## config.mk

```make
export PLATFORM = sky130hd
export DESIGN_NAME = digital_io_pattern_interrupt
export DESIGN_NICKNAME = d
export VERILOG_FILES = /design/src/logic/dio_pattern_pkg.sv /design/src/logic/digital_io_pattern_interrupt.sv
export SDC_FILE = /design/constraint.sdc
export NUM_CORES = 1
export LEC_CHECK = 0
export ABC_AREA = 1
export BUFFER_PORTS_ARGS = -buffer_cell sky130_fd_sc_hd__buf_2
export CAP_MARGIN = 20
export CORE_MARGIN = 4
export CORE_UTILIZATION = 55
export DETAILED_ROUTE_END_ITERATION = 10
export GPL_TIMING_DRIVEN = 0
export PLACE_DENSITY = 0.83
export SKIP_CTS_REPAIR_TIMING = 1
export SLEW_MARGIN = 5
export SYNTH_ARGS = -nofsm -noshare
export SYNTH_HDL_FRONTEND = slang
export SYNTH_SLANG_ARGS = --single-unit
export TNS_END_PERCENT = 30
```

## constraint.sdc

```tcl
create_clock -name clk -period 2.7 [get_ports clk]
set_clock_uncertainty 0.1 [all_clocks]
set_input_delay 0.135 -clock clk [delete_from_list [all_inputs] [get_ports clk]]
set_output_delay 0.135 -clock clk [all_outputs]
set_load 0.02 [all_outputs]
```

## src/logic/dio_pattern_pkg.sv

```systemverilog
// Constants and carrier types for the pattern-interrupt digital I/O block
package dio_pattern_pkg;
    // Clock and sampling timing
    localparam int CLK_NS            = 40;        // Main clock period, 25 MHz
    localparam int SAMPLE_NS         = 120;       // Normal sampling period, about 8.33 MHz
    localparam int STANDBY_SAMPLE_NS = 30518;     // Standby sampling period, about 32 kHz
    localparam int SAMPLE_CYC        = (SAMPLE_NS / CLK_NS < 1) ? 1 : SAMPLE_NS / CLK_NS;
    localparam int STANDBY_CYC       = STANDBY_SAMPLE_NS / CLK_NS;
    localparam int TICK_W            = 10;        // Width of the sample divider
    localparam logic [TICK_W-1:0] SAMPLE_LAST  = TICK_W'(SAMPLE_CYC - 1);
    localparam logic [TICK_W-1:0] STANDBY_LAST = TICK_W'(STANDBY_CYC - 1);

    // I/O addresses (10-bit I/O space)
    localparam int ADDR_W = 10;
    localparam logic [ADDR_W-1:0] BIT_PORT_ADDR  = 10'h450;
    localparam logic [ADDR_W-1:0] BYTE_PORT_ADDR = 10'h451;
    localparam logic [ADDR_W-1:0] WINDOW_ADDR    = 10'h452;
    localparam logic [ADDR_W-1:0] CONTROL_ADDR   = 10'h453;
    localparam logic [ADDR_W-1:0] WAKE_ADDR      = 10'h454;

    // Control register field positions
    localparam int CTRL_SEL_LO   = 0;             // Window selector, bits 1:0
    localparam int CTRL_BYTE_DIR = 2;             // Byte port direction, 1 = output
    localparam int CTRL_MODE_LO  = 3;             // Mode field, bits 4:3
    localparam int CTRL_STATUS   = 6;             // Detection status flag
    // Wake control field positions
    localparam int WAKE_ENABLE   = 0;
    localparam int WAKE_INT_MASK = 1;

    // Reset and fill values
    localparam logic [7:0] ZERO_BYTE = 8'h00;
    localparam logic [7:0] ALL_ONES  = 8'hff;

    // Window function selector
    typedef enum logic [1:0] {
        SEL_CLEAR   = 2'b00,
        SEL_DIR     = 2'b01,
        SEL_MASK    = 2'b10,
        SEL_COMPARE = 2'b11
    } window_sel_t;

    // Interrupt mode field
    typedef enum logic [1:0] {
        MODE_OFF    = 2'b00,
        MODE_STROBE = 2'b01,
        MODE_EVENT  = 2'b10,
        MODE_MATCH  = 2'b11
    } irq_mode_t;

    // Host I/O cycle request
    typedef struct packed {
        logic [ADDR_W-1:0] addr;
        logic [7:0]        wrData;
        logic              rd;
        logic              wr;
    } io_req_t;

    // Writable part of the control register
    typedef struct packed {
        irq_mode_t   mode;
        logic        byteOut;
        window_sel_t sel;
    } ctrl_t;
endpackage : dio_pattern_pkg

```

## src/logic/digital_io_pattern_interrupt.sv

```systemverilog
// Sixteen-line digital I/O with pattern, event and strobe interrupts
`timescale 1ns/1ns
module digital_io_pattern_interrupt (
    input  wire logic                    clk,          // 25 MHz clock
    input  wire logic                    srst,         // Synchronous reset
    input  wire dio_pattern_pkg::io_req_t ioReq,       // Host I/O cycle
    output logic [7:0]                   ioRdData,     // Read data, one cycle after rd
    input  wire logic [7:0]              bitPortIn,    // Bit port pin levels
    output logic [7:0]                   bitPortOut,   // Bit port drive values
    output logic [7:0]                   bitPortOeN,   // Low where bit port drives
    input  wire logic [7:0]              bytePortIn,   // Byte port pin levels
    output logic [7:0]                   bytePortOut,  // Byte port drive values
    output logic                         bytePortOeN,  // Low while byte port drives
    input  wire logic                    strobeIn,     // Strobe pin
    input  wire logic                    standby,      // System in standby
    output logic                         irqReq,       // Interrupt request
    output logic                         wakeReq       // Wake event request
);
    import dio_pattern_pkg::*;

    // Bits that differ from the compare and survive the mask
    function automatic logic [7:0] unmaskedDiff(input logic [7:0] a, input logic [7:0] b,
                                                input logic [7:0] ign);
        unmaskedDiff = (a ^ b) & ~ign;
    endfunction : unmaskedDiff

    // Address match with a strobe
    function automatic logic hit(input logic stb, input logic [ADDR_W-1:0] a,
                                 input logic [ADDR_W-1:0] t);
        hit = stb & (a == t);
    endfunction : hit

    // Synchronisers: first and second stages
    logic [7:0]        bitMeta, bitSync;    // Bit port pins
    logic [7:0]        byteMeta, byteSync;  // Byte port pins
    logic              strbMeta, strbSync;  // Strobe pin
    logic              sbyMeta, sbySync;    // Standby level
    logic              strbLast;            // Strobe level one cycle back

    // Register state
    logic [7:0]        bitData;             // Bit port output latch
    logic [7:0]        byteData;            // Byte port output latch
    logic [7:0]        pinDirection;        // One = output
    logic [7:0]        patternIgnore;       // Mask register
    logic [7:0]        patternLatch;        // Compare register
    ctrl_t             ctrl;                // Mode, byte direction, selector
    logic              statusFlag;          // Detection status, control bit 6
    logic [1:0]        wakeControl;         // Int mask and wake enable
    logic              pending;             // Held interrupt request
    logic              strobeArmed;         // Strobe may be accepted
    logic [TICK_W-1:0] tickCnt;             // Sample divider
    logic              tick;                // Sample strobe

    // Decoded accesses
    logic              wrBit, wrByte, wrWin, wrCtrl, wrWake;
    logic              rdWin;
    logic              clearWrite, clearRead, compareRead, compareWrite;
    logic              strobeRise, strobeHit;
    logic              compareOn, detect, sampleLoad;
    logic [7:0]        diff;
    logic [7:0]        bitRead;

    assign wrBit        = hit(ioReq.wr, ioReq.addr, BIT_PORT_ADDR);
    assign wrByte       = hit(ioReq.wr, ioReq.addr, BYTE_PORT_ADDR);
    assign wrWin        = hit(ioReq.wr, ioReq.addr, WINDOW_ADDR);
    assign wrCtrl       = hit(ioReq.wr, ioReq.addr, CONTROL_ADDR);
    assign wrWake       = hit(ioReq.wr, ioReq.addr, WAKE_ADDR);
    assign rdWin        = hit(ioReq.rd, ioReq.addr, WINDOW_ADDR);
    // Window function picked by the selector
    assign clearWrite   = wrWin && ctrl.sel == SEL_CLEAR;
    assign clearRead    = rdWin && ctrl.sel == SEL_CLEAR;
    assign compareRead  = rdWin && ctrl.sel == SEL_COMPARE;
    assign compareWrite = wrWin && ctrl.sel == SEL_COMPARE;

    // Two-flop synchronisers on every pin input
    always_ff @(posedge clk) begin
        bitMeta  <= bitPortIn;
        bitSync  <= bitMeta;
        byteMeta <= bytePortIn;
        byteSync <= byteMeta;
        strbMeta <= strobeIn;
        strbSync <= strbMeta;
        sbyMeta  <= standby;
        sbySync  <= sbyMeta;
    end

    // Strobe edge history
    always_ff @(posedge clk) begin
        if (srst) begin
            strbLast <= 1'b0;
        end else begin
            strbLast <= strbSync;
        end
    end
    assign strobeRise = strbSync & ~strbLast;

    // Sample divider: 8.33 MHz normally, 32 kHz in standby
    always_ff @(posedge clk) begin
        if (srst) begin
            tickCnt <= '0;
        end else if (tick) begin
            tickCnt <= '0;
        end else begin
            tickCnt <= tickCnt + 1'b1;
        end
    end
    assign tick = sbySync ? (tickCnt >= STANDBY_LAST)
                          : (tickCnt >= SAMPLE_LAST);

    // Comparator and detection
    assign compareOn  = patternIgnore != ALL_ONES;
    assign diff       = unmaskedDiff(bitSync, patternLatch, patternIgnore);
    // Only event mode reloads the compare on sample ticks; match must keep the software pattern
    assign sampleLoad = tick && ctrl.mode == MODE_EVENT;
    assign strobeHit  = ctrl.mode == MODE_STROBE && strobeRise && strobeArmed;
    always_comb begin
        detect = 1'b0;
        unique case (ctrl.mode)
            MODE_EVENT:  detect = tick && compareOn && diff != ZERO_BYTE;
            MODE_MATCH:  detect = tick && compareOn && diff == ZERO_BYTE;
            MODE_STROBE: detect = strobeHit;
            MODE_OFF:    detect = 1'b0;
        endcase
    end

    // Bit port output latch
    always_ff @(posedge clk) begin
        if (srst || clearWrite) begin
            bitData <= ZERO_BYTE;
        end else if (wrBit) begin
            bitData <= ioReq.wrData;
        end
    end

    // Byte port output latch
    always_ff @(posedge clk) begin
        if (srst || clearWrite) begin
            byteData <= ZERO_BYTE;
        end else if (wrByte) begin
            byteData <= ioReq.wrData;
        end
    end

    // Direction register
    always_ff @(posedge clk) begin
        if (srst) begin
            pinDirection <= ZERO_BYTE;
        end else if (wrWin && ctrl.sel == SEL_DIR) begin
            pinDirection <= ioReq.wrData;
        end
    end

    // Mask register
    always_ff @(posedge clk) begin
        if (srst || clearWrite) begin
            patternIgnore <= ZERO_BYTE;
        end else if (wrWin && ctrl.sel == SEL_MASK) begin
            patternIgnore <= ioReq.wrData;
        end
    end

    // Compare register: software, sampling or strobe capture
    always_ff @(posedge clk) begin
        if (srst || clearWrite) begin
            patternLatch <= ZERO_BYTE;
        end else if (compareWrite) begin
            patternLatch <= ioReq.wrData;
        end else if (sampleLoad) begin
            patternLatch <= bitSync;
        end else if (strobeHit) begin
            patternLatch <= bitSync;
        end
    end

    // Strobe lock, released by a compare read
    always_ff @(posedge clk) begin
        if (srst) begin
            strobeArmed <= 1'b1;
        end else if (compareRead) begin
            strobeArmed <= 1'b1;
        end else if (strobeHit) begin
            strobeArmed <= 1'b0;
        end
    end

    // Control register writable fields
    always_ff @(posedge clk) begin
        if (srst || clearWrite) begin
            ctrl <= '0;
        end else if (wrCtrl) begin
            ctrl.sel     <= window_sel_t'(ioReq.wrData[CTRL_SEL_LO +: 2]);
            ctrl.byteOut <= ioReq.wrData[CTRL_BYTE_DIR];
            ctrl.mode    <= irq_mode_t'(ioReq.wrData[CTRL_MODE_LO +: 2]);
        end
    end

    // Status flag: detection wins over any clear
    always_ff @(posedge clk) begin
        if (srst) begin
            statusFlag <= 1'b0;
        end else if (detect) begin
            statusFlag <= 1'b1;
        end else if (clearRead || clearWrite) begin
            statusFlag <= 1'b0;
        end
    end

    // Held interrupt request: set wins over clear read
    always_ff @(posedge clk) begin
        if (srst) begin
            pending <= 1'b0;
        end else if (detect) begin
            pending <= 1'b1;
        end else if (clearRead) begin
            pending <= 1'b0;
        end
    end

    // Wake control register
    always_ff @(posedge clk) begin
        if (srst) begin
            wakeControl <= 2'b00;
        end else if (wrWake) begin
            wakeControl <= {ioReq.wrData[WAKE_INT_MASK], ioReq.wrData[WAKE_ENABLE]};
        end
    end

    // Interrupt and wake outputs
    always_ff @(posedge clk) begin
        if (srst) begin
            irqReq  <= 1'b0;
            wakeReq <= 1'b0;
        end else begin
            irqReq  <= pending & ~wakeControl[WAKE_INT_MASK];
            wakeReq <= pending & wakeControl[WAKE_ENABLE];
        end
    end

    // Pin drivers, enables low while driving
    always_ff @(posedge clk) begin
        if (srst) begin
            bitPortOut  <= ZERO_BYTE;
            bitPortOeN  <= ALL_ONES;
            bytePortOut <= ZERO_BYTE;
            bytePortOeN <= 1'b1;
        end else begin
            bitPortOut  <= bitData;
            bitPortOeN  <= ~pinDirection;
            bytePortOut <= byteData;
            bytePortOeN <= ~ctrl.byteOut;
        end
    end

    // Per-bit read source of the bit port
    generate
        for (genvar i = 0; i < 8; i++) begin : gBitRead
            assign bitRead[i] = pinDirection[i] ? bitData[i] : bitSync[i];
        end
    endgenerate

    // Read data, one cycle after the read strobe
    always_ff @(posedge clk) begin
        if (srst) begin
            ioRdData <= ZERO_BYTE;
        end else if (ioReq.rd) begin
            ioRdData <= ZERO_BYTE;
            unique case (ioReq.addr)
                BIT_PORT_ADDR:  ioRdData <= bitRead;
                BYTE_PORT_ADDR: ioRdData <= ctrl.byteOut ? byteData : byteSync;
                WINDOW_ADDR:    ioRdData <= (ctrl.sel == SEL_COMPARE) ? patternLatch
                                                                      : ZERO_BYTE;
                CONTROL_ADDR:   ioRdData <= {1'b0, statusFlag, 1'b0, ctrl};
                WAKE_ADDR:      ioRdData <= {6'h00, wakeControl};
                default:        ioRdData <= ZERO_BYTE;
            endcase
        end
    end

    // Checks
    AST_CLEAR_ZEROES: assert property (@(posedge clk) disable iff (srst)
        clearWrite |=> (patternLatch == ZERO_BYTE && patternIgnore == ZERO_BYTE &&
                        bitData == ZERO_BYTE && byteData == ZERO_BYTE &&
                        ctrl.mode == MODE_OFF))
        else $error("clear write left a register nonzero");

    AST_CLEAR_READ: assert property (@(posedge clk) disable iff (srst)
        (clearRead && !detect) |=> !pending ##1 !irqReq)
        else $error("clear read did not drop the request");

    AST_MASK_ALL: assert property (@(posedge clk) disable iff (srst)
        (patternIgnore == ALL_ONES && ctrl.mode != MODE_STROBE) |-> !detect)
        else $error("detection with all mask bits set");

    AST_STROBE_CAPTURE: assert property (@(posedge clk) disable iff (srst)
        (strobeHit && !clearWrite && !compareWrite) |=>
            (patternLatch == $past(bitSync) && !strobeArmed))
        else $error("strobe did not capture the port");

    AST_STROBE_LOCK: assert property (@(posedge clk) disable iff (srst)
        (!strobeArmed && !compareRead) |=> !strobeArmed)
        else $error("strobe lock released without compare read");

    AST_HELD: assert property (@(posedge clk) disable iff (srst)
        (pending && !clearRead) |=> pending ##1 (irqReq || $past(wakeControl[WAKE_INT_MASK])))
        else $error("request dropped without a clear read");

    AST_EVENT: assert property (@(posedge clk) disable iff (srst)
        (ctrl.mode == MODE_EVENT && tick && compareOn && diff != ZERO_BYTE) |=>
            (pending && statusFlag))
        else $error("event change not flagged");

    AST_MATCH: assert property (@(posedge clk) disable iff (srst)
        (ctrl.mode == MODE_MATCH && tick && compareOn && diff == ZERO_BYTE) |=>
            (pending && statusFlag))
        else $error("pattern match not flagged");

    AST_SAMPLE_RATE: assert property (@(posedge clk) disable iff (srst)
        (tick && !sbySync) |=> !tick [*2] ##1 (tick || sbySync))
        else $error("sampling period is not three cycles");

    AST_WAKE: assert property (@(posedge clk) disable iff (srst)
        (pending && wakeControl[WAKE_ENABLE]) |=> wakeReq)
        else $error("wake not raised");
endmodule : digital_io_pattern_interrupt

```

; ---- Yosys cells after proc, flatten, opt, wreduce, memory -nomap -nowiden
; Index checks and enable logic that the tools add are counted.
[totals]
register_bits = 132
inputBits = 40
word_cells = 103
[op_classes]
addsub = 1
magnitude_cmp = 2
eq_ne = 12
mux = 20
bitwise_logic = 16
reduce_logical = 23
[ops]
columns = operator, count
row1 = equality test 10 x 7 -> 1 bit (second input constant), 5
row2 = 2-to-1 mux 8 bit, 5
row3 = one-hot mux 8 bit (5 select lines), 1
row4 = inverter 8 bit, 2
row5 = 2-to-1 mux 1 bit, 13
row6 = logical AND 1 bit, 12
row7 = adder 10 x 1 -> 10 bit (second input constant), 1
row8 = >= comparator 10 bit (second input constant), 1
row9 = >= comparator 10 x 2 -> 1 bit (second input constant), 1
row10 = bitwise AND 1 bit, 9
row11 = bitwise AND 8 bit, 1
row12 = equality test 2 bit (second input constant), 4
row13 = zero test 8 bit, 1
row14 = inequality test 8 bit (second input constant), 1
row15 = nonzero test 8 bit, 1
row16 = bitwise XOR 8 bit, 1
row17 = equality test 2 x 1 -> 1 bit (second input constant), 2
row18 = zero test 2 bit, 2
row19 = one-hot mux 1 bit (4 select lines), 1
row20 = nonzero test 2 bit, 2
row21 = OR reduction 2 bit, 2
row22 = inverter 1 bit, 3
row23 = nonzero test 3 bit, 1
row24 = logical OR 1 bit, 2

; ---- Logic depth before layout (Yosys ltp)
[logic_depth]
word_depth = 7
ltp_mapped = 13
mapped_depth_nobuf = 13

; ---- Least setup slack after synthesis
; Ideal clock, no wire load.
[synth_path]
path_type = flip-flop to flip-flop
startpoint = register tickCnt[0]
endpoint = register patternLatch[5]
arrival_ns = 1.467
required_ns = 2.486
path_slack_ns = 1.020
path_stages_with_launch = 12
synth_period_minus_slack_ns = 1.680
path_cell_list = dfxtp_1 > inv_1 > ha_1 > nor2_1 > nand2_1 > nor2_1 > nand2_1 > nand3_1 > buf_2 > nand3_2 > nand2_1 > nor2_1
[synth_via]
elab_chain_len = 5
word_cells_on_any_way = 7
cone_classes = order compare (2) / mux (3) / reduce/logical (2)
[synth_lines]
columns = element, line
row1 = from (decl), digital_io_pattern_interrupt.sv:51  ; logic [TICK_W-1:0] tickCnt;
row2 = from (signal assigned), digital_io_pattern_interrupt.sv:104  ; tickCnt <= tickCnt + 1'b1;
row3 = >= comparator 10 x 2 -> 1 bit / >= comparator 10 bit (equally long branches), "digital_io_pattern_interrupt.sv:108, digital_io_pattern_interrupt.sv:107"
row4 = 2-to-1 mux 1 bit *, digital_io_pattern_interrupt.sv:107  ; assign tick = sbySync ? (tickCnt >= STANDBY_LAST)
row5 = logical AND 1 bit *, digital_io_pattern_interrupt.sv:114  ; assign sampleLoad = tick && ctrl.mode == MODE_EVENT;
row6 = 2-to-1 mux 8 bit, digital_io_pattern_interrupt.sv:168  ; end else if (sampleLoad) begin
row7 = 2-to-1 mux 8 bit, digital_io_pattern_interrupt.sv:166  ; end else if (compareWrite) begin
row8 = to (signal assigned), digital_io_pattern_interrupt.sv:167  ; patternLatch <= ioReq.wrData;
row9 = to (signal assigned), digital_io_pattern_interrupt.sv:169  ; patternLatch <= bitSync;
row10 = to (signal assigned), digital_io_pattern_interrupt.sv:171  ; patternLatch <= bitSync;
row11 = to (decl), digital_io_pattern_interrupt.sv:45  ; logic [7:0] patternLatch;
; Every way passes the cells marked *; elsewhere a longest branch is shown, timed or not.
; A chain may end at the register's enable or synchronous reset.

; ---- Worst setup path after layout
[layout_path]
startpoint = input port ioReq[12] (netlist name)
endpoint = register byteData[4]
[layout_via]
elab_chain_len = 4
word_cells_on_any_way = 6
cone_classes = eq/ne (2) / bitwise (2) / reduce/logical (2)
[layout_lines]
columns = element, line
row1 = from (decl), digital_io_pattern_interrupt.sv:6  ; input wire dio_pattern_pkg::io_req_t ioReq,
row2 = equality test 10 x 7 -> 1 bit, digital_io_pattern_interrupt.sv:30  ; hit = stb & (a == t);
row3 = bitwise AND 1 bit, digital_io_pattern_interrupt.sv:30
row4 = logical AND 1 bit, digital_io_pattern_interrupt.sv:70  ; assign clearWrite = wrWin && ctrl.sel == SEL_CLEAR;
row5 = logical OR 1 bit, digital_io_pattern_interrupt.sv:137  ; if (srst || clearWrite) begin
row6 = to (signal assigned), digital_io_pattern_interrupt.sv:140  ; byteData <= ioReq.wrData;
row7 = to (decl), digital_io_pattern_interrupt.sv:42  ; logic [7:0] byteData;
; Parallel ways exist; a longest one is shown, timed or not.

==> impl_metrics.ini <==
[cts]
cts_sinks = 132
cts_buffers = 17
clk_transition_reported_paths_ps = 60
clk_latency_ps = 520
clock_path_buffers = 2
cts_root_buf = clkbuf_8
htreeDepth = 4
cts_tree = yes

[sta]
drv_slew = 0
hold_viol = 0
tns_ps = 0
rsz0062_at_grt = no
clock.fmax_mhz = 422.8
finalSetupViolations = 0
relSlewSlack_pct = 58.88
layout_min_cycle_time_ps = 2365
hold_ws_ps = 53.12
tightest_slew_ps = 612.2
period_share_pct = 87.60

[floorplan]
start_util_pct = 57.40
die_x_um = 104.3
rows = 34
core_area_um2 = 8891
boundaryPins = 75
chipHeight_um = 104.3
fp.dieArea_um2 = 10880

[worst_setup_path]
critPathKind = input port to flop
cp_max_fo = 9
startpoint_type = input port
cp_slowest_cell = dlygate4sd3_1
end_kind = flop
r2r_cells = 8
critPathBufInv = 4
path_depth = 10
required_ps = 3060
critPathTopFamily = buffers and inverters
crit_chain = dlygate4sd3_1 -> buf_2 -> nor2_4 -> inv_1 -> nor2_4 -> nand2_2 -> nor4_4 -> nand2_1 -> dlygate4sd3_1 -> a21oi_1
cp.arrival_ps = 2720
cpPeakStageDelay_ps = 600

[power]
p_sw_share_pct = 23.90
p_leak_nw = 2.696
intPower_w = 0.003403
net-switching-power_w = 0.001069
p_comb_share_pct = 4.7
power_density_nw_per_um2 = 682.7
clock_power_share_pct = 50.6
p_seq_share_pct = 44.7
peakVddDrop_mv = 0.5088
total_power_w = 0.004472

[drt]
totalWireLength_mm = 14.24
ant_nets = 0
drt_first_pass_iters = 6
vias = 4901
viasPerCell = 5.421
drt_iter0_drc = 384
wl_per_cell_um = 15.75
route.detailed.drc = 0

[cells_and_area]
syn2layout_area_growth_pct = 28.36
largest_register_ff_count = 10
final_common_cell = nand2_1
mostFrequentLayoutCells = 177 x nand2_1, 132 x dfxtp_1, 78 x buf_2
final_nets = 827
drive_above_1_share_pct = 17.46
final_util_pct = 73.68
diodes = 0
regMostFlops = tickCnt
final_area_um2 = 6551

[synth]
yosys.area_share.simple_pct = 30.45
synth.area.mux_share_pct = 0.1961
synth_area_um2 = 5104
ys_seq_area_share_pct = 51.78
synth.distinct_cells = 35
synthFlopType = dfxtp_1
synth_top_family_by_area = simple AND/OR/NAND/NOR gates
yosysWarningCount = 0
yosys_register_bits = 132
async_reset_ff_share_pct = 0
synth_area_leaders = dfxtp_1 52%, nand2_1 13%, a21oi_1 5.2%
synth_edf_count = 0
synthCells = 655
yosysTopAreaCellShare_pct = 51.78
synth_compound_area_share_pct = 9.071
synthAdderAreaFrac_pct = 0.9806
avgSynthCellArea_um2 = 7.792
synth-xor-area-share_pct = 0.8581
synth_area_leader_cell = dfxtp_1
synthesis.nets = 699

[placed_design]
post_dp_cell_area_um2 = 5604
dp.final_hpwl_mm = 10.02
port_buffers = 73
place_congestion = 0.9595

[global_route]
grt_pass1_wl_mm = 22.27
grt_overflow = 0
grt_pass1_vias = 4661
grt_max_degree = 17
antenna_found_initial = 0
grt.total_usage_pct = 25.80

[outcome]
status = finished, final reports clean

[min_path]
hold_depth = 5
hp-class = input port to flop

[flow_run]
max_cap_violations = 0
==> worst paths after layout <==
kind | from | endpoint | slack, ps
max | ioReq[12] | byteData[4]$_SDFFE_PP0P_ | 330
min | ioReq[13] | wakeControl[1]$_SDFFE_PP0P_ | 50
max reg2reg | ctrl[2]$_SDFFE_PP0P_ | ioRdData[2]$_SDFFE_PP0P_ | 400
min reg2reg | byteMeta[1]$_DFF_P_ | byteSync[1]$_DFF_P_ | 220
==> logic make-up (layout without fill, tap and decap cells) <==
family                     Yosys count  after routing
AOI/OAI and AO/OA                   88             88
muxes                                1              1
DFF                                132            132
xor gates and xnor gates             5              5
and+or+nand+nor                    340            340
adders and majority gates            4              4
buffers and inverters               85            226
==> cell usage after synthesis, types with 2 or more instances <==
cell,count
clkbuf_1,9
xnor2_1,3
nor2_4,4
xor2_1,2
nand2_2,4
o21ai_0,25
buf_4,2
nand2_1,177
nor3_1,8
nand3_2,3
nor2_2,3
nor3_4,2
inv_2,6
o22ai_1,2
a21oi_1,53
nand3_1,49
a211oi_1,5
nand4_1,21
buf_2,5
clkinv_1,2
inv_1,60
nor2_1,63
dfxtp_1,132
ha_1,4
==> worst reg2reg max path, delay by kind of cell, from the launching register on <==
| kind | cells | cell delay, ps |
|---|---|---|
| buffers and inverters | 3 | 910 |
| AND/OR/NAND/NOR | 3 | 320 |
| flip-flops | 1 | 480 |
| AO/OA/AOI/OAI | 2 | 440 |
==> layer usage <==
metal | wire (um) | GRT usage, % | vias to the layer above
met3 | 1134 | 6.456 | 49
met4 | 616 | 14.72 | 0
met2 | 6584 | 40.64 | 240
met1 | 5901 | 32.12 | 2235
met5 | 0 | 0 | -
li1 | - | - | 2377
==> power groups by stage <==
stage	clock network [W]	logic (W)	registers (W)
global placement	0	0.000167	0.00204
global route	0.00237	0.000232	0.00200
CTS	0.00227	0.000173	0.00200
floorplan	0	0.0000885	0.00204
detailed placement	0	0.000172	0.00204
finish	0.00226	0.000212	0.00200
==> through the flow <==
step / std cells / worst slack [ps]
2_1_floorplan: 655 / 1020
3_3_place_gp: 836 / 858.9
3_5_place_dp: 836 / 780.6
4_1_cts: 868 / 774.1
5_1_grt: 904 / 215.5
6_report: 904 / 334.9
==> final cells by class <==
cell class	count	area [um^2]
inverters	68	255.2
well taps	108	135.1
plain buffers	17	85.08
clock buffers	17	414.1
multi-input cells	438	2121
clock inverters	15	172.7
fillers	663	2340
repair buffers	109	725.7
flip-flops and latches	132	2643
No activity file was read; power rests on OpenSTA's default activity.
